## config.mk

```make
export PLATFORM = sky130hd
export DESIGN_NAME = lprr_link
export DESIGN_NICKNAME = d
export VERILOG_FILES = /design/src/core/lprr_pkg.sv /design/src/core/lprr_link.sv /design/src/core/lprr_spacer.sv
export SDC_FILE = /design/constraint.sdc
export NUM_CORES = 1
export LEC_CHECK = 0
export ABC_AREA = 1
export CELL_PAD_IN_SITES_DETAIL_PLACEMENT = 1
export CELL_PAD_IN_SITES_GLOBAL_PLACEMENT = 2
export CORE_MARGIN = 1.5
export CORE_UTILIZATION = 35
export DETAILED_ROUTE_END_ITERATION = 10
export DONT_BUFFER_PORTS = 1
export GPL_ROUTABILITY_DRIVEN = 0
export PLACE_DENSITY = 0.9
export SLEW_MARGIN = 5
export SYNTH_ARGS = -nofsm -noshare
export SYNTH_HDL_FRONTEND = slang
export SYNTH_SLANG_ARGS = --single-unit
```

## constraint.sdc

```tcl
create_clock -name clk -period 1.7 [get_ports clk]
set_clock_uncertainty 0.1 [all_clocks]
set_input_delay 0.17 -clock clk [delete_from_list [all_inputs] [get_ports clk]]
set_output_delay 0.17 -clock clk [all_outputs]
set_load 0.005 [all_outputs]
```

## src/core/lprr_pkg.sv

```systemverilog
// package for the link primitive reset/notify/reject block
// assumes dword-level primitive decode happens upstream
package lprr_pkg;
    localparam int unsigned CLK_HZ          = 50000000;
    localparam int unsigned SPINUP_PERIOD_US = 1000;
    localparam int unsigned SPINUP_PERIOD_CYC = SPINUP_PERIOD_US * (CLK_HZ / 1000000);
    localparam int unsigned NTFY_GAP        = 3;
    localparam logic [1:0]  NTFY_GAP_W      = 2'h3;
    localparam logic [1:0]  ALIGN_VARIANTS  = 2'h3;

    // received/transmitted primitive class
    typedef enum logic [3:0] {
        LPRR_PRIM_OTHER  = 4'h0,
        LPRR_PRIM_ALIGN  = 4'h1,
        LPRR_PRIM_NOTIFY = 4'h2,
        LPRR_PRIM_HRESET = 4'h3,
        LPRR_PRIM_OREJ   = 4'h4
    } lprr_prim_t;

    // notify versions
    localparam logic [1:0] NTFY_SPINUP = 2'h0;
    localparam logic [1:0] NTFY_RSVD0  = 2'h1;
    localparam logic [1:0] NTFY_RSVD1  = 2'h2;
    localparam logic [1:0] NTFY_RSVD2  = 2'h3;

    // abandon-class reject versions
    typedef enum logic [3:0] {
        LPRR_REJ_BAD_DEST  = 4'h0,
        LPRR_REJ_RATE      = 4'h1,
        LPRR_REJ_PROTO     = 4'h2,
        LPRR_REJ_RSVD_AB0  = 4'h3,
        LPRR_REJ_RSVD_AB1  = 4'h4,
        LPRR_REJ_RSVD_AB2  = 4'h5,
        LPRR_REJ_RSVD_AB3  = 4'h6,
        LPRR_REJ_STP_BUSY  = 4'h7,
        LPRR_REJ_WRONG_DST = 4'h8,
        LPRR_REJ_NONE      = 4'hf
    } lprr_rej_t;

    typedef struct packed {
        logic       valid;
        lprr_prim_t prim;
        logic [3:0] code;
    } lprr_rx_t;

    typedef struct packed {
        logic       valid;
        logic       is_stp;
        logic       rate_ok;
        logic       proto_ok;
        logic       addr_match;
        logic       route_back;
        logic       stp_busy;
        logic       is_expander;
        logic       bad_dest_pref;
    } lprr_open_t;

    typedef struct packed {
        logic       valid;
        lprr_prim_t prim;
        logic [1:0] align_idx;
        logic [1:0] ntfy_ver;
        logic [3:0] code;
    } lprr_tx_t;

    typedef enum logic [3:0] {
        LPRR_PH_RESET = 4'b0001,
        LPRR_PH_OOB   = 4'b0010,
        LPRR_PH_READY = 4'b0100,
        LPRR_PH_IDENT = 4'b1000
    } lprr_phase_t;
endpackage

```

## src/core/lprr_link.sv

```systemverilog
// link-layer handling of hard reset, notify and abandon rejects
// assumes upstream decode of dwords into lprr_rx_t and an align slot request
`timescale 1ns/1ns
`default_nettype none
module lprr_link (
    input  wire logic                 clk,
    input  wire logic                 reset_n,
    input  wire logic                 phy_reset_done,
    input  wire logic                 oob_active,
    input  wire logic                 ident_done,
    input  wire logic                 is_target,
    input  wire logic                 is_expander,
    input  wire logic                 peer_ssp_target,
    input  wire logic                 encl_ready,
    input  wire lprr_pkg::lprr_rx_t   rx,
    input  wire logic                 fwd_valid,
    input  wire lprr_pkg::lprr_prim_t fwd_prim,
    input  wire logic                 align_slot,
    input  wire logic                 align_subst_ok,
    input  wire logic                 start_req_any,
    input  wire logic                 spinup_other_port,
    input  wire logic                 open_pending,
    input  wire logic                 open_is_stp,
    input  wire lprr_pkg::lprr_open_t open_in,
    output logic                      hard_reset_ff,
    output logic                      spinup_pulse_ff,
    output logic                      spinup_start_ff,
    output logic                      req_abandon_ff,
    output lprr_pkg::lprr_rej_t       abandon_code_ff,
    output lprr_pkg::lprr_tx_t        tx_ff,
    output logic                      rej_valid_ff,
    output lprr_pkg::lprr_rej_t       rej_code_ff
);
    import lprr_pkg::*;

    typedef struct packed {
        lprr_phase_t phase;
        logic        hard_reset;
        logic        spinup_pulse;
        logic        spinup_start;
        logic        req_abandon;
        lprr_rej_t   abandon_code;
        lprr_tx_t    tx;
        logic        rej_valid;
        lprr_rej_t   rej_code;
        logic [1:0]  align_idx;
        logic        first_sent;
        logic        spin_due;
        logic [31:0] period_cnt;
    } lprr_st_t;

    lprr_st_t st_ff;
    lprr_st_t nxt_st;
    logic [3:0] ntfy_ready;
    logic       slot_sent;
    logic       ntfy_sent;

    assign slot_sent = st_ff.tx.valid
        && (st_ff.tx.prim == LPRR_PRIM_ALIGN || st_ff.tx.prim == LPRR_PRIM_NOTIFY);
    assign ntfy_sent = st_ff.tx.valid && st_ff.tx.prim == LPRR_PRIM_NOTIFY;

    lprr_spacer u_spacer (
        .clk       (clk),
        .reset_n   (reset_n),
        .slot_sent (slot_sent),
        .ntfy_sent (ntfy_sent),
        .ntfy_ver  (st_ff.tx.ntfy_ver),
        .ready_ff  (ntfy_ready)
    );

    always_comb begin
        logic may_ntfy;
        logic rx_rej;
        lprr_rej_t rc;
        may_ntfy = 1'b0;
        rx_rej   = 1'b0;
        rc       = LPRR_REJ_NONE;
        nxt_st   = st_ff;
        nxt_st.hard_reset   = 1'b0;
        nxt_st.spinup_pulse = 1'b0;
        nxt_st.spinup_start = 1'b0;
        nxt_st.req_abandon  = 1'b0;
        nxt_st.rej_valid    = 1'b0;
        nxt_st.tx.valid     = 1'b0;

        // link phase tracking
        case (st_ff.phase)
            LPRR_PH_RESET: if (oob_active) nxt_st.phase = LPRR_PH_OOB;
            LPRR_PH_OOB:   if (phy_reset_done) nxt_st.phase = LPRR_PH_READY;
            LPRR_PH_READY: if (ident_done) nxt_st.phase = LPRR_PH_IDENT;
                           else if (oob_active) nxt_st.phase = LPRR_PH_OOB;
            LPRR_PH_IDENT: if (oob_active) nxt_st.phase = LPRR_PH_OOB;
            default:       nxt_st.phase = LPRR_PH_RESET;
        endcase

        // receive side
        if (rx.valid) begin
            case (rx.prim)
                LPRR_PRIM_HRESET: begin
                    if (st_ff.phase == LPRR_PH_READY) begin
                        nxt_st.hard_reset = 1'b1;
                    end
                end
                LPRR_PRIM_NOTIFY: begin
                    // reserved versions fall through with no effect
                    if (is_target && rx.code[1:0] == NTFY_SPINUP) begin
                        nxt_st.spinup_pulse = 1'b1;
                    end
                end
                LPRR_PRIM_OREJ: rx_rej = 1'b1;
                default: ;
            endcase
        end

        // permission alone never starts media; a start request must be pending
        if (is_target && start_req_any
            && (nxt_st.spinup_pulse || spinup_other_port)) begin
            nxt_st.spinup_start = 1'b1;
        end

        // abandon-class rejects received by the originator
        if (rx_rej && open_pending) begin
            case (rx.code)
                4'(LPRR_REJ_BAD_DEST), 4'(LPRR_REJ_RATE), 4'(LPRR_REJ_PROTO),
                4'(LPRR_REJ_WRONG_DST): begin
                    nxt_st.req_abandon  = 1'b1;
                    nxt_st.abandon_code = lprr_rej_t'(rx.code);
                end
                4'(LPRR_REJ_RSVD_AB0), 4'(LPRR_REJ_RSVD_AB1),
                4'(LPRR_REJ_RSVD_AB2), 4'(LPRR_REJ_RSVD_AB3): begin
                    nxt_st.req_abandon  = 1'b1;
                    nxt_st.abandon_code = LPRR_REJ_WRONG_DST;
                end
                4'(LPRR_REJ_STP_BUSY): begin
                    nxt_st.req_abandon  = 1'b1;
                    nxt_st.abandon_code = open_is_stp ? LPRR_REJ_STP_BUSY
                                                      : LPRR_REJ_WRONG_DST;
                end
                default: ;
            endcase
        end

        // incoming open request evaluation, expander routing first
        if (open_in.valid) begin
            if (open_in.is_expander && open_in.route_back && open_in.bad_dest_pref) begin
                rc = LPRR_REJ_BAD_DEST;
            end else if (!open_in.rate_ok) begin
                rc = LPRR_REJ_RATE;
            end else if (!open_in.is_expander && !open_in.addr_match) begin
                rc = LPRR_REJ_WRONG_DST;
            end else if (!open_in.is_expander && !open_in.proto_ok) begin
                rc = LPRR_REJ_PROTO;
            end else if (!open_in.is_expander && open_in.is_stp && open_in.stp_busy) begin
                rc = LPRR_REJ_STP_BUSY;
            end
            nxt_st.rej_valid = (rc != LPRR_REJ_NONE);
            nxt_st.rej_code  = rc;
        end

        // spinup scheduling on initiator or expander ends
        if (!is_target && peer_ssp_target && encl_ready) begin
            if (!st_ff.first_sent) begin
                nxt_st.spin_due = 1'b1;
            end else if (st_ff.period_cnt >= SPINUP_PERIOD_CYC - 1) begin
                nxt_st.spin_due   = 1'b1;
                nxt_st.period_cnt = '0;
            end else begin
                nxt_st.period_cnt = st_ff.period_cnt + 32'h1;
            end
        end

        // transmit slot: align rotation with optional notify substitution
        may_ntfy = st_ff.spin_due && align_subst_ok && !oob_active
            && st_ff.phase != LPRR_PH_OOB && st_ff.phase != LPRR_PH_RESET
            && ntfy_ready[NTFY_SPINUP];
        if (align_slot) begin
            nxt_st.tx.valid     = 1'b1;
            nxt_st.tx.align_idx = st_ff.align_idx;
            nxt_st.tx.ntfy_ver  = NTFY_SPINUP;
            nxt_st.tx.code      = 4'h0;
            // notify consumes a rotation position to keep the cycle simple
            nxt_st.align_idx = (st_ff.align_idx == ALIGN_VARIANTS) ? 2'h0
                                                                 : st_ff.align_idx + 2'h1;
            if (may_ntfy) begin
                nxt_st.tx.prim   = LPRR_PRIM_NOTIFY;
                nxt_st.spin_due  = 1'b0;
                nxt_st.first_sent = 1'b1;
            end else begin
                nxt_st.tx.prim = LPRR_PRIM_ALIGN;
            end
        end else if (fwd_valid) begin
            nxt_st.tx.valid     = 1'b1;
            nxt_st.tx.align_idx = st_ff.align_idx;
            nxt_st.tx.ntfy_ver  = NTFY_SPINUP;
            nxt_st.tx.code      = 4'h0;
            // a forwarded notify would dodge the slot and spacing checks
            if (fwd_prim == LPRR_PRIM_NOTIFY) begin
                nxt_st.tx.prim = LPRR_PRIM_ALIGN;
            end else begin
                nxt_st.tx.prim = fwd_prim;
            end
            // forwarded aligns keep the rotation moving too
            if (nxt_st.tx.prim == LPRR_PRIM_ALIGN) begin
                nxt_st.align_idx = (st_ff.align_idx == ALIGN_VARIANTS) ? 2'h0
                                                                     : st_ff.align_idx + 2'h1;
            end
        end
    end

    always_ff @(posedge clk) begin
        if (!reset_n) begin
            st_ff <= '{phase: LPRR_PH_RESET, abandon_code: LPRR_REJ_NONE,
                       rej_code: LPRR_REJ_NONE, tx: '{valid: 1'b0, prim: LPRR_PRIM_OTHER,
                       align_idx: 2'h0, ntfy_ver: 2'h0, code: 4'h0}, default: '0};
        end else begin
            st_ff <= nxt_st;
        end
    end

    assign hard_reset_ff   = st_ff.hard_reset;
    assign spinup_pulse_ff = st_ff.spinup_pulse;
    assign spinup_start_ff = st_ff.spinup_start;
    assign req_abandon_ff  = st_ff.req_abandon;
    assign abandon_code_ff = st_ff.abandon_code;
    assign tx_ff           = st_ff.tx;
    assign rej_valid_ff    = st_ff.rej_valid;
    assign rej_code_ff     = st_ff.rej_code;

    hard_reset_gate_a: assert property (@(posedge clk) disable iff (!reset_n)
        hard_reset_ff |-> $past(st_ff.phase) == LPRR_PH_READY)
        else $error("hard reset outside allowed window");
    hard_reset_take_a: assert property (@(posedge clk) disable iff (!reset_n)
        (rx.valid && rx.prim == LPRR_PRIM_HRESET && st_ff.phase == LPRR_PH_READY)
        |=> hard_reset_ff)
        else $error("hard reset not raised");
    spinup_pulse_a: assert property (@(posedge clk) disable iff (!reset_n)
        spinup_pulse_ff |-> $past(rx.valid && rx.prim == LPRR_PRIM_NOTIFY && is_target
                                  && rx.code[1:0] == NTFY_SPINUP))
        else $error("spinup pulse without spinup notify");
    rsvd_notify_a: assert property (@(posedge clk) disable iff (!reset_n)
        (rx.valid && rx.prim == LPRR_PRIM_NOTIFY && rx.code[1:0] != NTFY_SPINUP)
        |=> !spinup_pulse_ff)
        else $error("reserved notify acted on");
    no_fwd_notify_a: assert property (@(posedge clk) disable iff (!reset_n)
        (is_expander && !align_slot && fwd_valid && fwd_prim == LPRR_PRIM_NOTIFY)
        |=> tx_ff.prim == LPRR_PRIM_ALIGN)
        else $error("notify forwarded");
    oob_no_notify_a: assert property (@(posedge clk) disable iff (!reset_n)
        (align_slot && oob_active) |=> tx_ff.prim == LPRR_PRIM_ALIGN)
        else $error("notify during oob");
    notify_gap_a: assert property (@(posedge clk) disable iff (!reset_n)
        (tx_ff.valid && tx_ff.prim == LPRR_PRIM_NOTIFY)
        |=> !(tx_ff.valid && tx_ff.prim == LPRR_PRIM_NOTIFY) [*3])
        else $error("notify repeated too soon");
    rsvd_abandon_a: assert property (@(posedge clk) disable iff (!reset_n)
        (rx.valid && rx.prim == LPRR_PRIM_OREJ && open_pending
         && rx.code == 4'(LPRR_REJ_RSVD_AB2))
        |=> req_abandon_ff && abandon_code_ff == LPRR_REJ_WRONG_DST)
        else $error("reserved abandon mishandled");
    rate_reject_a: assert property (@(posedge clk) disable iff (!reset_n)
        (open_in.valid && !open_in.rate_ok && !open_in.route_back)
        |=> rej_valid_ff && rej_code_ff == LPRR_REJ_RATE)
        else $error("rate reject missing");
    bad_dest_reject_a: assert property (@(posedge clk) disable iff (!reset_n)
        (open_in.valid && open_in.is_expander && open_in.route_back && open_in.bad_dest_pref)
        |=> rej_valid_ff && rej_code_ff == LPRR_REJ_BAD_DEST)
        else $error("bad destination reject missing");
    wrong_dest_reject_a: assert property (@(posedge clk) disable iff (!reset_n)
        (open_in.valid && open_in.rate_ok && !open_in.is_expander && !open_in.addr_match)
        |=> rej_valid_ff && rej_code_ff == LPRR_REJ_WRONG_DST)
        else $error("wrong destination reject missing");
    proto_reject_a: assert property (@(posedge clk) disable iff (!reset_n)
        (open_in.valid && open_in.rate_ok && !open_in.is_expander && open_in.addr_match
         && !open_in.proto_ok)
        |=> rej_valid_ff && rej_code_ff == LPRR_REJ_PROTO)
        else $error("protocol reject missing");
    spinup_start_gate_a: assert property (@(posedge clk) disable iff (!reset_n)
        spinup_start_ff |-> $past(is_target && start_req_any))
        else $error("spinup started without start request");
endmodule // lprr_link
`default_nettype wire

```

## src/core/lprr_spacer.sv

```systemverilog
// per-version notify spacing counters
// assumes one tx slot per clock with slot_sent marking a sent align or notify
`timescale 1ns/1ns
`default_nettype none
module lprr_spacer (
    input  wire logic       clk,
    input  wire logic       reset_n,
    input  wire logic       slot_sent,
    input  wire logic       ntfy_sent,
    input  wire logic [1:0] ntfy_ver,
    output logic      [3:0] ready_ff
);
    import lprr_pkg::*;
    typedef struct packed {
        logic [3:0][1:0] gap;
    } lprr_sp_t;
    lprr_sp_t st_ff;
    lprr_sp_t nxt_st;

    always_comb begin
        nxt_st = st_ff;
        for (int i = 0; i < 4; i++) begin
            if (ntfy_sent && ntfy_ver == 2'(i)) begin
                nxt_st.gap[i] = 2'h0;
            end else if (slot_sent && st_ff.gap[i] != NTFY_GAP_W) begin
                nxt_st.gap[i] = st_ff.gap[i] + 2'h1;
            end
        end
    end

    always_ff @(posedge clk) begin
        if (!reset_n) begin
            st_ff    <= '{gap: {4{NTFY_GAP_W}}};
            ready_ff <= 4'hf;
        end else begin
            st_ff <= nxt_st;
            for (int i = 0; i < 4; i++) begin
                ready_ff[i] <= (nxt_st.gap[i] == NTFY_GAP_W);
            end
        end
    end
endmodule // lprr_spacer
`default_nettype wire

```

After elaboration in Yosys (flattened, before gate mapping) --
Index checks and enable logic that the tools add are counted.
Operators by class: add/subtract/negate cells 3, magnitude comparators 1, equality and inequality tests 26, muxes and demuxes 38, reductions and logical operators 42
Operator list (count):
- 32-bit 2-to-1 mux | 2
- 4-bit 2-to-1 mux | 13
- 33-bit 2-to-1 mux | 1
- 32-bit by 1-bit adder with 32-bit output (second input constant) | 1
- 32-bit by 16-bit >= comparator with 1-bit output (second input constant) | 1
- 4-bit by 2-bit == test with 1-bit output (second input constant) | 7
- 13-bit 2-to-1 mux | 2
- 4-bit by 3-bit == test with 1-bit output (second input constant) | 6
- 1-bit logical AND | 20
- 4-bit by 1-bit == test with 1-bit output (second input constant) | 4
- 5-bit case mux with 3 select lines | 1
- 2-bit 2-to-1 mux | 7
- 4-bit case mux with 3 select lines | 1
- 2-bit AND reduction | 6
- 1-bit 2-to-1 mux | 11
- 4-bit == test (second input constant) | 2
- 4-bit OR reduction | 2
- 1-bit logical NOT | 5
- 2-bit by 1-bit adder with 2-bit output (second input constant) | 2
- 2-bit == test (second input constant) | 2
- 4-bit logical NOT | 1
- 2-bit != test (second input constant) | 2
- 4-bit by 1-bit != test with 1-bit output (second input constant) | 1
- 4-bit by 2-bit != test with 1-bit output (second input constant) | 1
- other kinds (7) | 9
Word-level totals: register bits after elaboration 63, input port bits 38, output and inout port bits 26, logic and storage cells 127

Depth between registers and ports, before layout --
Gate-level depths: netlist (run 1).
depth in word-level cells 10, gate-level depth with buffers 11

Modules after synthesis --
A second synthesis (run 1) with hierarchy kept.
Unflattened totals: cells, all modules 460, area total of the unflattened synthesis 3414.5 um^2
Modules (own cells, without submodules):
- lprr_link | instances 1, cells each 380, area each 2846.5 um^2, sequential area each 1201.2 um^2
- lprr_spacer | instances 1, cells each 80, area each 568.0 um^2, sequential area each 240.2 um^2

Worst setup path before layout (run 1) --
Ideal clock, no wire load.
path type register to register, from reg st_ff[0] in the netlist's numbering, to reg st_ff[2] in the netlist's numbering, library setup time 117 ps, data arrival time 1241 ps, required time 1483 ps, setup slack 242 ps, cell stages (with the launch flop) 12, buffers on the path 1, clock period less this slack 1458 ps, path through dfxtp_1 > ha_1 > nand3_1 > nand2_1 > nand2_1 > nand2_1 > nand2_1 > nand3_1 > nand2_2 > nand2_4 > buf_6 > nor2_1
On the way: cells in the longest elaborated chain, start to end 2, elaborated cells on any way between the ends 3, classes of those cells add/sub: 1; order compare: 1; mux: 1
RTL lines:
- start, declared | line lprr_link.sv:52 | lprr_st_t st_ff;
- start signal, assigned | line lprr_link.sv:212 | st_ff <= '{phase: LPRR_PH_RESET, abandon_code: LPRR_REJ_NONE,
- start signal, assigned | line lprr_link.sv:216 | st_ff <= nxt_st;
- 32-bit by 1-bit adder with 32-bit output or 32-bit by 16-bit >= comparator with 1-bit output (tied branches) | line lprr_link.sv:168, lprr_link.sv:164
- 32-bit 2-to-1 mux (*) | line lprr_link.sv:164 | end else if (st_ff.period_cnt >= SPINUP_PERIOD_CYC - 1) begin
Every way passes the cells marked *; elsewhere a longest branch is shown, timed or not. A chain may end at the register's enable or synchronous reset.

Worst setup path in the final report (run 1) --
from in rx[6] in the netlist's numbering, to reg st_ff, in the netlist spinup_start_ff
On the way: cells in the longest elaborated chain, start to end 6
RTL lines:
- start, declared | line lprr_link.sv:15 | input wire lprr_pkg::lprr_rx_t rx,
- 4-bit by 2-bit == test with 1-bit output | line lprr_link.sv:98 | case (rx.prim)
- 1-bit 2-to-1 mux | line lprr_link.sv:98
- 1-bit 2-to-1 mux | line lprr_link.sv:97 | if (rx.valid) begin
- 1-bit logical OR | line lprr_link.sv:117 | && (nxt_st.spinup_pulse || spinup_other_port)) begin
- 1-bit logical AND | line lprr_link.sv:117
- 1-bit 2-to-1 mux | line lprr_link.sv:116 | if (is_target && start_req_any
Every way passes these cells.

==> metrics.csv, run 1 <==
stage;metric;value;unit
synth;ys_seq_elements;63;
detailed_routing;drt-vias-per-instance;4.78;
sta;whs;15.6;ps
power;p_per_area;949;mW/mm2
setup_path;cp.arrival;1740;ps
finish;multi_input_area;0.00129;mm2
clock_network;tritoncts;done;
clock_network;clkLatencyLatePin;340;ps
setup_path;critical_path.max_fanout;2;
finish;layout.nets;444;
place;numPortBuffers;0;
finish;final_cell_mix;70 x nand2_1, 63 x dfxtp_1, 49 x inv_1;
setup_path;timing.rr.end;hard_reset_ff;
setup_path;crit_type;in -> reg;
sta;slew_violations;0;
setup_path;rr_worst_depth;4;
detailed_routing;first_pass_iters;4;
global_route;grt.overflow.total;0;
min_path;holdPathEnd;tx_ff[6];
min_path;hold_depth;3;
power;combPwrFrac;0.072;
floorplanning;dieArea;0.00884;mm2
clock_network;cts_buffer_depth;2;
sta;worstMarginPinSlew;781;ps
power;p_total;3.18;mW
place;dpl_cell_area;0.00286;mm2
clock_network;cts_inserted_buffers;9;
sta;hold_viol;0;
global_route;grt_pass1_vias;2436;
floorplanning;initial_utilization;0.357;
floorplanning;die_y;94.0;um
global_route;grt_util_all_layers;0.159;
floorplanning;ios;64;
power;p_clk_frac;0.441;
synth;avgSynthCellArea;7.47;um2
sta;maxSlewHeadroom;0.478;
finish;syn_to_final_growth;15.4;%
detailed_routing;vias;2451;
floorplanning;fp.dieW;94.0;um
synth;synth_area;0.00290;mm2
power;p_int;2.43;mW
power;p_leak;1.38;nW
detailed_routing;drt_wl_total;6540;um
sta;setup_viol;0;
clock_network;root_buffer;clkbuf_8;
finish;fin_area;0.00335;mm2
finish;area.sequential;0.00126;mm2
synth;ys_warn_count;0;
min_path;hold_path.startpoint;fwd_valid;
global_route;grt_max_degree;29;
finish;layout-drive-gt1-share;0.103;
detailed_routing;drc_errors;0;
synth;ys_types;35;
clock_network;cts_sinks;63;
global_route;antenna_found_initial;0;
min_path;hp-class;in -> reg;
clock_network;clkSlewWorstSetupHoldPaths;70;ps
sta;rsz0062_at_grt;false;
global_route;grt_first_pass_wirelength;10800;um
power;switchingPower;748;uW
floorplanning;coreArea;0.00813;mm2
finish;final_core_util;0.412;
setup_path;worstSetupStartpointType;input pin;
run_status;status;finished, final reports clean;
sta;max_clock_freq;638;MHz
detailed_routing;wl_per_cell;12.7;um
synth;yosysSeqAreaShare;0.435;
floorplanning;rows;33;
setup_path;required;1870;ps
finish;n_antenna_cell;0;
sta;fin_crit_sh;0.921;
setup_path;r2r-start;st_ff[63];
finish;final_common_cell;nand2_1;
power;ir_worst_vdd;352;uV
power;p_sw_frac;0.236;
finish;fillers;998;
detailed_routing;ant_nets;0;
setup_path;rrSetupSlack;140;ps
setup_path;endpoint_kind;flip-flop;
power;seqPwrFrac;0.487;
flow_run;drv_cap;0;
sta;fin_tns_setup;0;ps
clock_network;htree_levels;3;
detailed_routing;drt_iter0_markers;80;
synth;synthCells;388;
sta;fin_crit;1570;ps
place;dp_hpwl;4540;um
==> cell type report <==
type | instances | area share
repair buffers | 27 | 0.0792
inverters | 51 | 0.0572
clock buffers | 10 | 0.0381
flip-flops and latches | 63 | 0.377
multi-input cells | 251 | 0.384
well taps | 105 | 0.0392
clock inverters | 6 | 0.0254
==> worst max path at each step <==
stage	from	endpoint	slack (ps)	depth (start not counted)
floorplan	st_ff[0]	st_ff[2]	240	11
global placement	st_ff[0]	st_ff[14]	150	8
detailed placement	st_ff[0]	st_ff[13]	140	10
CTS	st_ff[0]	st_ff[12]	70	8
global route	st_ff[0]	st_ff[2]	4	10
finish	rx[6]	spinup_start_ff	130	5
==> layer usage <==
metal | share of wire | vias up | global-route usage
li1 | - | 1234 | -
met1 | 0.45 | 1151 | 0.186
met2 | 0.49 | 55 | 0.270
met3 | 0.043 | 11 | 0.0388
met4 | 0.019 | 0 | 0.0746
met5 | 0 | - | 0
==> worst max-delay path, stage by stage <==
cell and delay, ps:
dlygate4sd3_1 550, nor3_2 190, dlygate4sd3_1 580, nand4_1 110, a21oi_1 140
==> repair_timing <==
| action | CTS | global route |
|---|---|---|
| endpoints found under the hold margin | 28 | 16 |
| buffers inserted | 0 | 0 |
| setup endpoints to repair | 0 | 17 |
| gates resized for setup | 0 | 4 |
| hold buffers | 24 | 1 |
==> cell usage after synthesis (all sizes together) <==
| cell | instances | area [um2] |
|---|---|---|
| nand2 | 74 | 293 |
| dfxtp | 63 | 1260 |
| nor2 | 58 | 250 |
| inv | 51 | 191 |
| buf | 27 | 198 |
| nand3 | 27 | 140 |
| nor3 | 23 | 131 |
| a21oi | 16 | 80.1 |
| nand4 | 10 | 62.6 |
| o21ai | 9 | 45.0 |
| xor2 | 9 | 78.8 |
| xnor2 | 5 | 43.8 |
| ha | 3 | 37.5 |
| o211ai | 2 | 15.0 |
| or2 | 2 | 12.5 |
| a22oi | 1 | 7.51 |
| a31o | 1 | 8.76 |
| a31oi | 1 | 6.26 |
| clkbuf | 1 | 3.75 |
| conb | 1 | 3.75 |
| mux2i | 1 | 10.0 |
| nand3b | 1 | 7.51 |
| nor4 | 1 | 6.26 |
| o22ai | 1 | 6.26 |
==> flip-flops by register name, indices dropped and copies added (netlist names) <==
name and flops:
u_spacer.st_ff 2, tx_ff 7, req_abandon_ff 1, u_spacer.ready_ff 1, rej_code_ff 4, abandon_code_ff 4, rej_valid_ff 1, spinup_pulse_ff 1
st_ff 40, spinup_start_ff 1, hard_reset_ff 1
==> metrics by stage <==
step                      setup WS [ps]  std cells
final                               134        513
after global routing               4.33        513
after CTS                          71.9        512
after detailed placement            137        472
after global placement              151        472
after floorplan                     242        393
==> power groups by stage <==
stage	sequential [mW]	clock, mW	combinational (mW)
finish	1.55	1.40	0.230
global route	1.55	1.51	0.267
CTS	1.55	1.44	0.226
detailed placement	1.58	0	0.176
global placement	1.58	0	0.168
floorplan	1.57	0	0.185
==> cell families after synthesis <==
| family | share of synthesized area |
|---|---|
| AOI/OAI and AO/OA | 0.0582 |
| xor gates and xnor gates | 0.0423 |
| adders and majority gates | 0.0129 |
| buffers and inverters | 0.135 |
| DFF | 0.435 |
| muxes | 0.00345 |
| other | 0.00129 |
| and+or+nand+nor | 0.311 |
No activity file was read; power rests on OpenSTA's default activity.
==> run 2: changes to the inputs <==
CORE_MARGIN = 4   (was 1.5)
PLACE_DENSITY = 0.75   (was 0.9)
==> run 2 against run 1 <==
Against the previous run: die area is 11% higher; final cell count up 1.8%; fmax decreased by 3.5%; register-to-register slack got worse by 60 ps; core utilization is 3.0 points higher; largest power group unchanged; routed wire length up 6.7%; global-route usage down 1.2 points; critical endpoint is now st_ff[62].
==> metrics.csv, run 2 (synthesis gave the netlist of run 1 again) <==
stage;metric;value;unit;change
detailed_routing;drt-vias-per-instance;4.69;;-1.9%
detailed_routing;drt_wl_total;6980;um;+6.7%
clock_network;cts_inserted_buffers;9;;unchanged
power;ir_worst_vdd;306;uV;-13%
clock_network;cts_sinks;63;;unchanged
sta;whs;20.3;ps;+4.68 ps
place;dpl_cell_area;0.00288;mm2;+0.39%
finish;regMostFlops;st_ff;;
sta;hold_viol;0;;unchanged
setup_path;slowest_delay;550;ps;-30 ps
place;dp_hpwl;4720;um;+3.9%
finish;fillers;961;;-3.7%
finish;final_core_util;0.442;;+0.0305
clock_network;clkLatencyLatePin;330;ps;about the same
setup_path;cp_num_buf_inv;1;;-1
setup_path;crit_chain;nor2_1, nand3_1, nand4_1, nand3_1, dlygate4sd3_1;;
finish;syn_to_final_growth;20.2;%;
clock_network;tritoncts;done;;
sta;setup_viol;0;;unchanged
detailed_routing;ant_nets;0;;unchanged
global_route;grt_max_degree;21;;-28%
sta;fin_crit;1620;ps;+56.8 ps
floorplanning;die_y;99.0;um;+5.3%
flow_run;drv_cap;0;;unchanged
detailed_routing;first_pass_iters;3;;-1
floorplanning;dieArea;0.00981;mm2;+11%
setup_path;path_common_cell;nand3_1;;
global_route;grt_first_pass_wirelength;11500;um;+6.2%
global_route;grt.overflow.total;0;;unchanged
detailed_routing;drc_errors;0;;unchanged
floorplanning;coreArea;0.00789;mm2;-3.0%
power;p_total;3.22;mW;+1.3%
global_route;grt_util_all_layers;0.146;;-0.0123
floorplanning;initial_utilization;0.368;;+0.0111
power;p_per_area;923;mW/mm2;-2.7%
sta;slew_violations;0;;unchanged
detailed_routing;vias;2446;;-0.20%
setup_path;path_delay_family;buffers and inverters;;
setup_path;endpoint_kind;flip-flop;;
run_status;status;finished, final reports clean;;
clock_network;htree_levels;3;;unchanged
setup_path;crit_type;reg -> reg;;
setup_path;worstSetupStartpointType;flip-flop;;
detailed_routing;wl_per_cell;13.4;um;+4.9%
setup_path;critical_path.max_fanout;4;;+2
min_path;hp-class;in -> reg;;
sta;maxSlewHeadroom;0.629;;+0.152
clock_network;cts_buffer_depth;2;;unchanged
global_route;grt_pass1_vias;2520;;+3.4%
global_route;antenna_found_initial;1;;+1
finish;final_cell_mix;69 x nand2_1, 62 x dfxtp_1, 49 x inv_1;;
finish;final_common_cell;nand2_1;;
sta;max_clock_freq;616;MHz;-3.5%
finish;largest_reg_flops;40;;unchanged
sta;worstMarginPinSlew;556;ps;-225 ps
setup_path;cp.arrival;1750;ps;about the same
setup_path;required;1820;ps;-50 ps
detailed_routing;drt_iter0_markers;34;;-57%
clock_network;clkSlewWorstSetupHoldPaths;70;ps;about the same
sta;fin_crit_sh;0.955;;+0.0334
power;p_leak;1.44;nW;+4.3%
place;numPortBuffers;0;;unchanged
finish;layout-drive-gt1-share;0.126;;+0.0236
floorplanning;fp.dieW;99.0;um;+5.3%
setup_path;cpMaxStageDelayCell;dlygate4sd3_1;;
floorplanning;ios;64;;unchanged
floorplanning;rows;32;;-3.0%
clock_network;root_buffer;clkbuf_8;;
finish;layout.nets;456;;+2.7%
finish;fin_area;0.00349;mm2;+4.1%
run 2: path summary, 6_finish.rpt:
path | start | endpoint | slack (ps) | depth (start not counted)
worst max register to register | st_ff[63] | st_ff[62] | 80 | 5
worst max-delay path | st_ff[63] | st_ff[62] | 80 | 5
worst min register to register | st_ff[29] | st_ff[29] | 340 | 2
worst min-delay path | align_slot | tx_ff[7] | 20 | 3
run 2: repair_timing:
action / CTS / global route
hold buffers: 30 / 1
hold endpoints to repair: 29 / 16
gates resized for setup: 0 / 12
setup endpoints to repair: 0 / 20
setup buffers: 0 / 4
run 2: final cells by class:
cell class                 instances  area, um2  area share
tap                              102        128      0.0366
sequential                        63       1260       0.362
inverter                          51        191      0.0549
antenna                            1       2.50    0.000718
timing repair buffer              39        373       0.107
clock inverter                     4       70.1      0.0201
multi-input combinational        251       1320       0.378
clock buffer                      11        141      0.0405
run 2: where the power goes:
group,switching [mW],internal [mW],leakage (nW)
registers,0.0338,1.52,0.512
clock network,0.566,0.853,0.109
logic,0.140,0.111,0.823
total,0.739,2.48,1.44
run 2: tightest hold or removal path: stages:
cell     delay, ps
nor2_1         100
nand3_1        100
nand2_1         50
run 2: layer usage:
layer	track usage	vias up	routed length, um
met5	0	-	0
met4	0.0725	0	102
met3	0.0474	7	451
met2	0.228	53	3200
met1	0.181	1131	3220
li1	-	1255	-
run 2: through the flow:
stage                     setup TNS [ps]  std cells  setup WS [ps]
after floorplan                        0        393            242
after global placement                 0        471            136
after detailed placement               0        471           93.3
after CTS                              0        516           11.2
after global routing               -18.2        522          -18.2
final                                  0        522           77.0
==> run 3: changes to the inputs <==
CORE_UTILIZATION = 38   (was 35)
PLACE_DENSITY = 0.81   (was 0.75)
clock period = 2.1 ns   (was 1.7 ns; I/O delays follow)
==> run 3 against run 2 <==
Against the previous run: fmax shrank 2.5%; combinational power shrank 27%; count of clock-buffer cells in the layout shrank 1; global-route usage grew 1.1 points; core utilization grew 0.63 points; register-to-register slack gained 360 ps; worst hold slack lost 9.9 ps; sequential cell count is the same; first-iteration DRC count grew 41%; die area shrank 7.3%; critical path type unchanged; critical endpoint is now hard_reset_ff; highest routed layer unchanged.
==> metrics.csv, run 3 (synthesis gave the netlist of run 1 again) <==
stage;metric;value;unit;change
run_status;status;finished, final reports clean;;
finish;fillers;916;;-4.7%
clock_network;htree_levels;3;;unchanged
global_route;antenna_found_initial;0;;-1
setup_path;slowest_delay;590;ps;+40 ps
power;p_sw_frac;0.228;;-0.00178
setup_path;crit_type;reg -> reg;;
setup_path;cp_num_buf_inv;1;;unchanged
global_route;grt_max_degree;29;;+38%
detailed_routing;vias;2401;;-1.8%
floorplanning;coreArea;0.00733;mm2;-7.1%
global_route;grt.overflow.total;0;;unchanged
sta;fin_tns_setup;0;ps;unchanged
setup_path;required;2280;ps;+460 ps
detailed_routing;ant_nets;0;;unchanged
clock_network;cts_setup_buffers;0;;unchanged
sta;hold_viol;0;;unchanged
floorplanning;fp.dieW;95.4;um;-3.7%
floorplanning;initial_utilization;0.396;;+0.0279
sta;setup_viol;0;;unchanged
setup_path;cpMaxStageDelayCell;dlygate4sd3_1;;
finish;largest_reg_flops;40;;unchanged
sta;fin_crit;1670;ps;+42.2 ps
detailed_routing;drt-vias-per-instance;4.80;;+2.5%
floorplanning;die_y;95.4;um;-3.7%
finish;final_cell_mix;70 x nand2_1, 63 x dfxtp_1, 49 x inv_1;;
power;combPwrFrac;0.067;;-0.011
sta;fin_crit_sh;0.793;;-0.162
place;dp_hpwl;4540;um;-3.7%
setup_path;r2r-start;st_ff[62];;
setup_path;cp.arrival;1850;ps;+100 ps
place;post-place-ws;493;ps;+400 ps
clock_network;clkSlewWorstSetupHoldPaths;70;ps;about the same
setup_path;endpoint_kind;flip-flop;;
detailed_routing;drt_iter0_markers;48;;+41%
clock_network;cts_inserted_buffers;9;;unchanged
setup_path;startpoint;st_ff[62];;
min_path;hold_path.startpoint;rx[0];;
place;dpl_cell_area;0.00285;mm2;-0.91%
setup_path;critical_path.max_fanout;3;;-1
sta;worstMarginPinSlew;802;ps;+246 ps
global_route;grt_pass1_vias;2405;;-4.6%
floorplanning;rows;31;;-3.1%
global_route;grt_util_all_layers;0.157;;+0.0107
floorplanning;dieArea;0.00909;mm2;-7.3%
power;switchingPower;624;uW;-16%
detailed_routing;drt_wl_total;6690;um;-4.2%
floorplanning;ios;64;;unchanged
finish;layout-drive-gt1-share;0.0998;;-0.0267
power;p_per_area;832;mW/mm2;-9.8%
power;seqPwrFrac;0.458;;-0.023
clock_network;root_buffer;clkbuf_8;;
place;numPortBuffers;0;;unchanged
power;p_leak;1.39;nW;-4.0%
sta;max_clock_freq;600;MHz;-2.5%
sta;setup_ws;435;ps;+358 ps
setup_path;worstSetupStartpointType;flip-flop;;
clock_network;clkLatencyLatePin;340;ps;about the same
finish;final_common_cell;nand2_1;;
global_route;grt_first_pass_wirelength;11100;um;-4.0%
finish;layout.nets;437;;-4.2%
setup_path;crit_chain;nor2_1, nand3_1, nor4_1, dlygate4sd3_1;;
finish;fin_area;0.00329;mm2;-5.7%
finish;area.sequential;0.00126;mm2;about the same
finish;syn_to_final_growth;13.3;%;
min_path;hp-class;in -> reg;;
finish;n_antenna_cell;0;;-1
detailed_routing;drc_errors;0;;unchanged
finish;multi_input_area;0.00126;mm2;-4.1%
detailed_routing;first_pass_iters;4;;+1
power;p_int;2.11;mW;-15%
clock_network;cts_buffer_depth;2;;unchanged
sta;rsz0062_at_grt;false;;
finish;regMostFlops;st_ff;;
power;p_clk_frac;0.476;;+0.035
sta;slew_violations;0;;unchanged
flow_run;drv_cap;0;;unchanged
sta;maxSlewHeadroom;0.465;;-0.164
sta;whs;10.4;ps;-9.93 ps
clock_network;cts_sinks;63;;unchanged
setup_path;path_delay_family;simple AND/OR/NAND/NOR gates;;
power;ir_worst_vdd;387;uV;+26%
clock_network;tritoncts;done;;
detailed_routing;wl_per_cell;13.4;um;about the same
==> run 3: worst paths after layout <==
kind	depth (start not counted)	end	slack, ps
worst min register to register	2	st_ff[19]	340
worst max-delay path	4	hard_reset_ff	430
worst min-delay path	3	abandon_code_ff[1]	10
worst max register to register	4	hard_reset_ff	430
==> run 3: area by class of cell <==
class	instances	share of cell area
clock inverters	6	0.0327
clock buffers	10	0.0419
inverters	51	0.0582
well taps	99	0.0377
repair buffers	20	0.0609
flip-flops and latches	63	0.384
multi-input cells	251	0.385
==> run 3: power groups by stage <==
stage	sequential (mW)	combinational (mW)	clock, mW
after global routing	1.26	0.207	1.38
final	1.25	0.182	1.30
after floorplan	1.27	0.150	0
after detailed placement	1.28	0.145	0
after global placement	1.28	0.138	0
after CTS	1.25	0.182	1.33
==> run 3: per-layer routing <==
metal / wire (um) / share of wire / track usage
met3: 428 / 0.064 / 0.0505
met5: 0 / 0 / 0
met1: 3100 / 0.46 / 0.194
met4: 129 / 0.019 / 0.0721
met2: 3030 / 0.45 / 0.248
==> run 3: through the flow <==
| stage | power [mW] | cells | util |
|---|---|---|---|
| 6_report | 2.74 | 500 | 0.448 |
| 5_1_grt | 2.84 | 500 | 0.448 |
| 4_1_cts | 2.76 | 500 | 0.448 |
| 3_5_place_dp | 1.43 | 465 | 0.389 |
| 3_3_place_gp | 1.42 | 465 | 0.389 |
| 2_1_floorplan | 1.42 | 393 | - |
==> run 3: worst min-delay path, delay by kind of cell <==
kind	cells	cell delay, ps
simple gates	1	60
buf+inv	1	30
compound gates	1	90
==> run 3: repair_timing <==
| action | in CTS | in global routing |
|---|---|---|
| setup endpoints to repair | 0 | 1 |
| hold buffers | 19 | 0 |
| resized for setup | 0 | 1 |
| hold endpoints to repair | 28 | 0 |
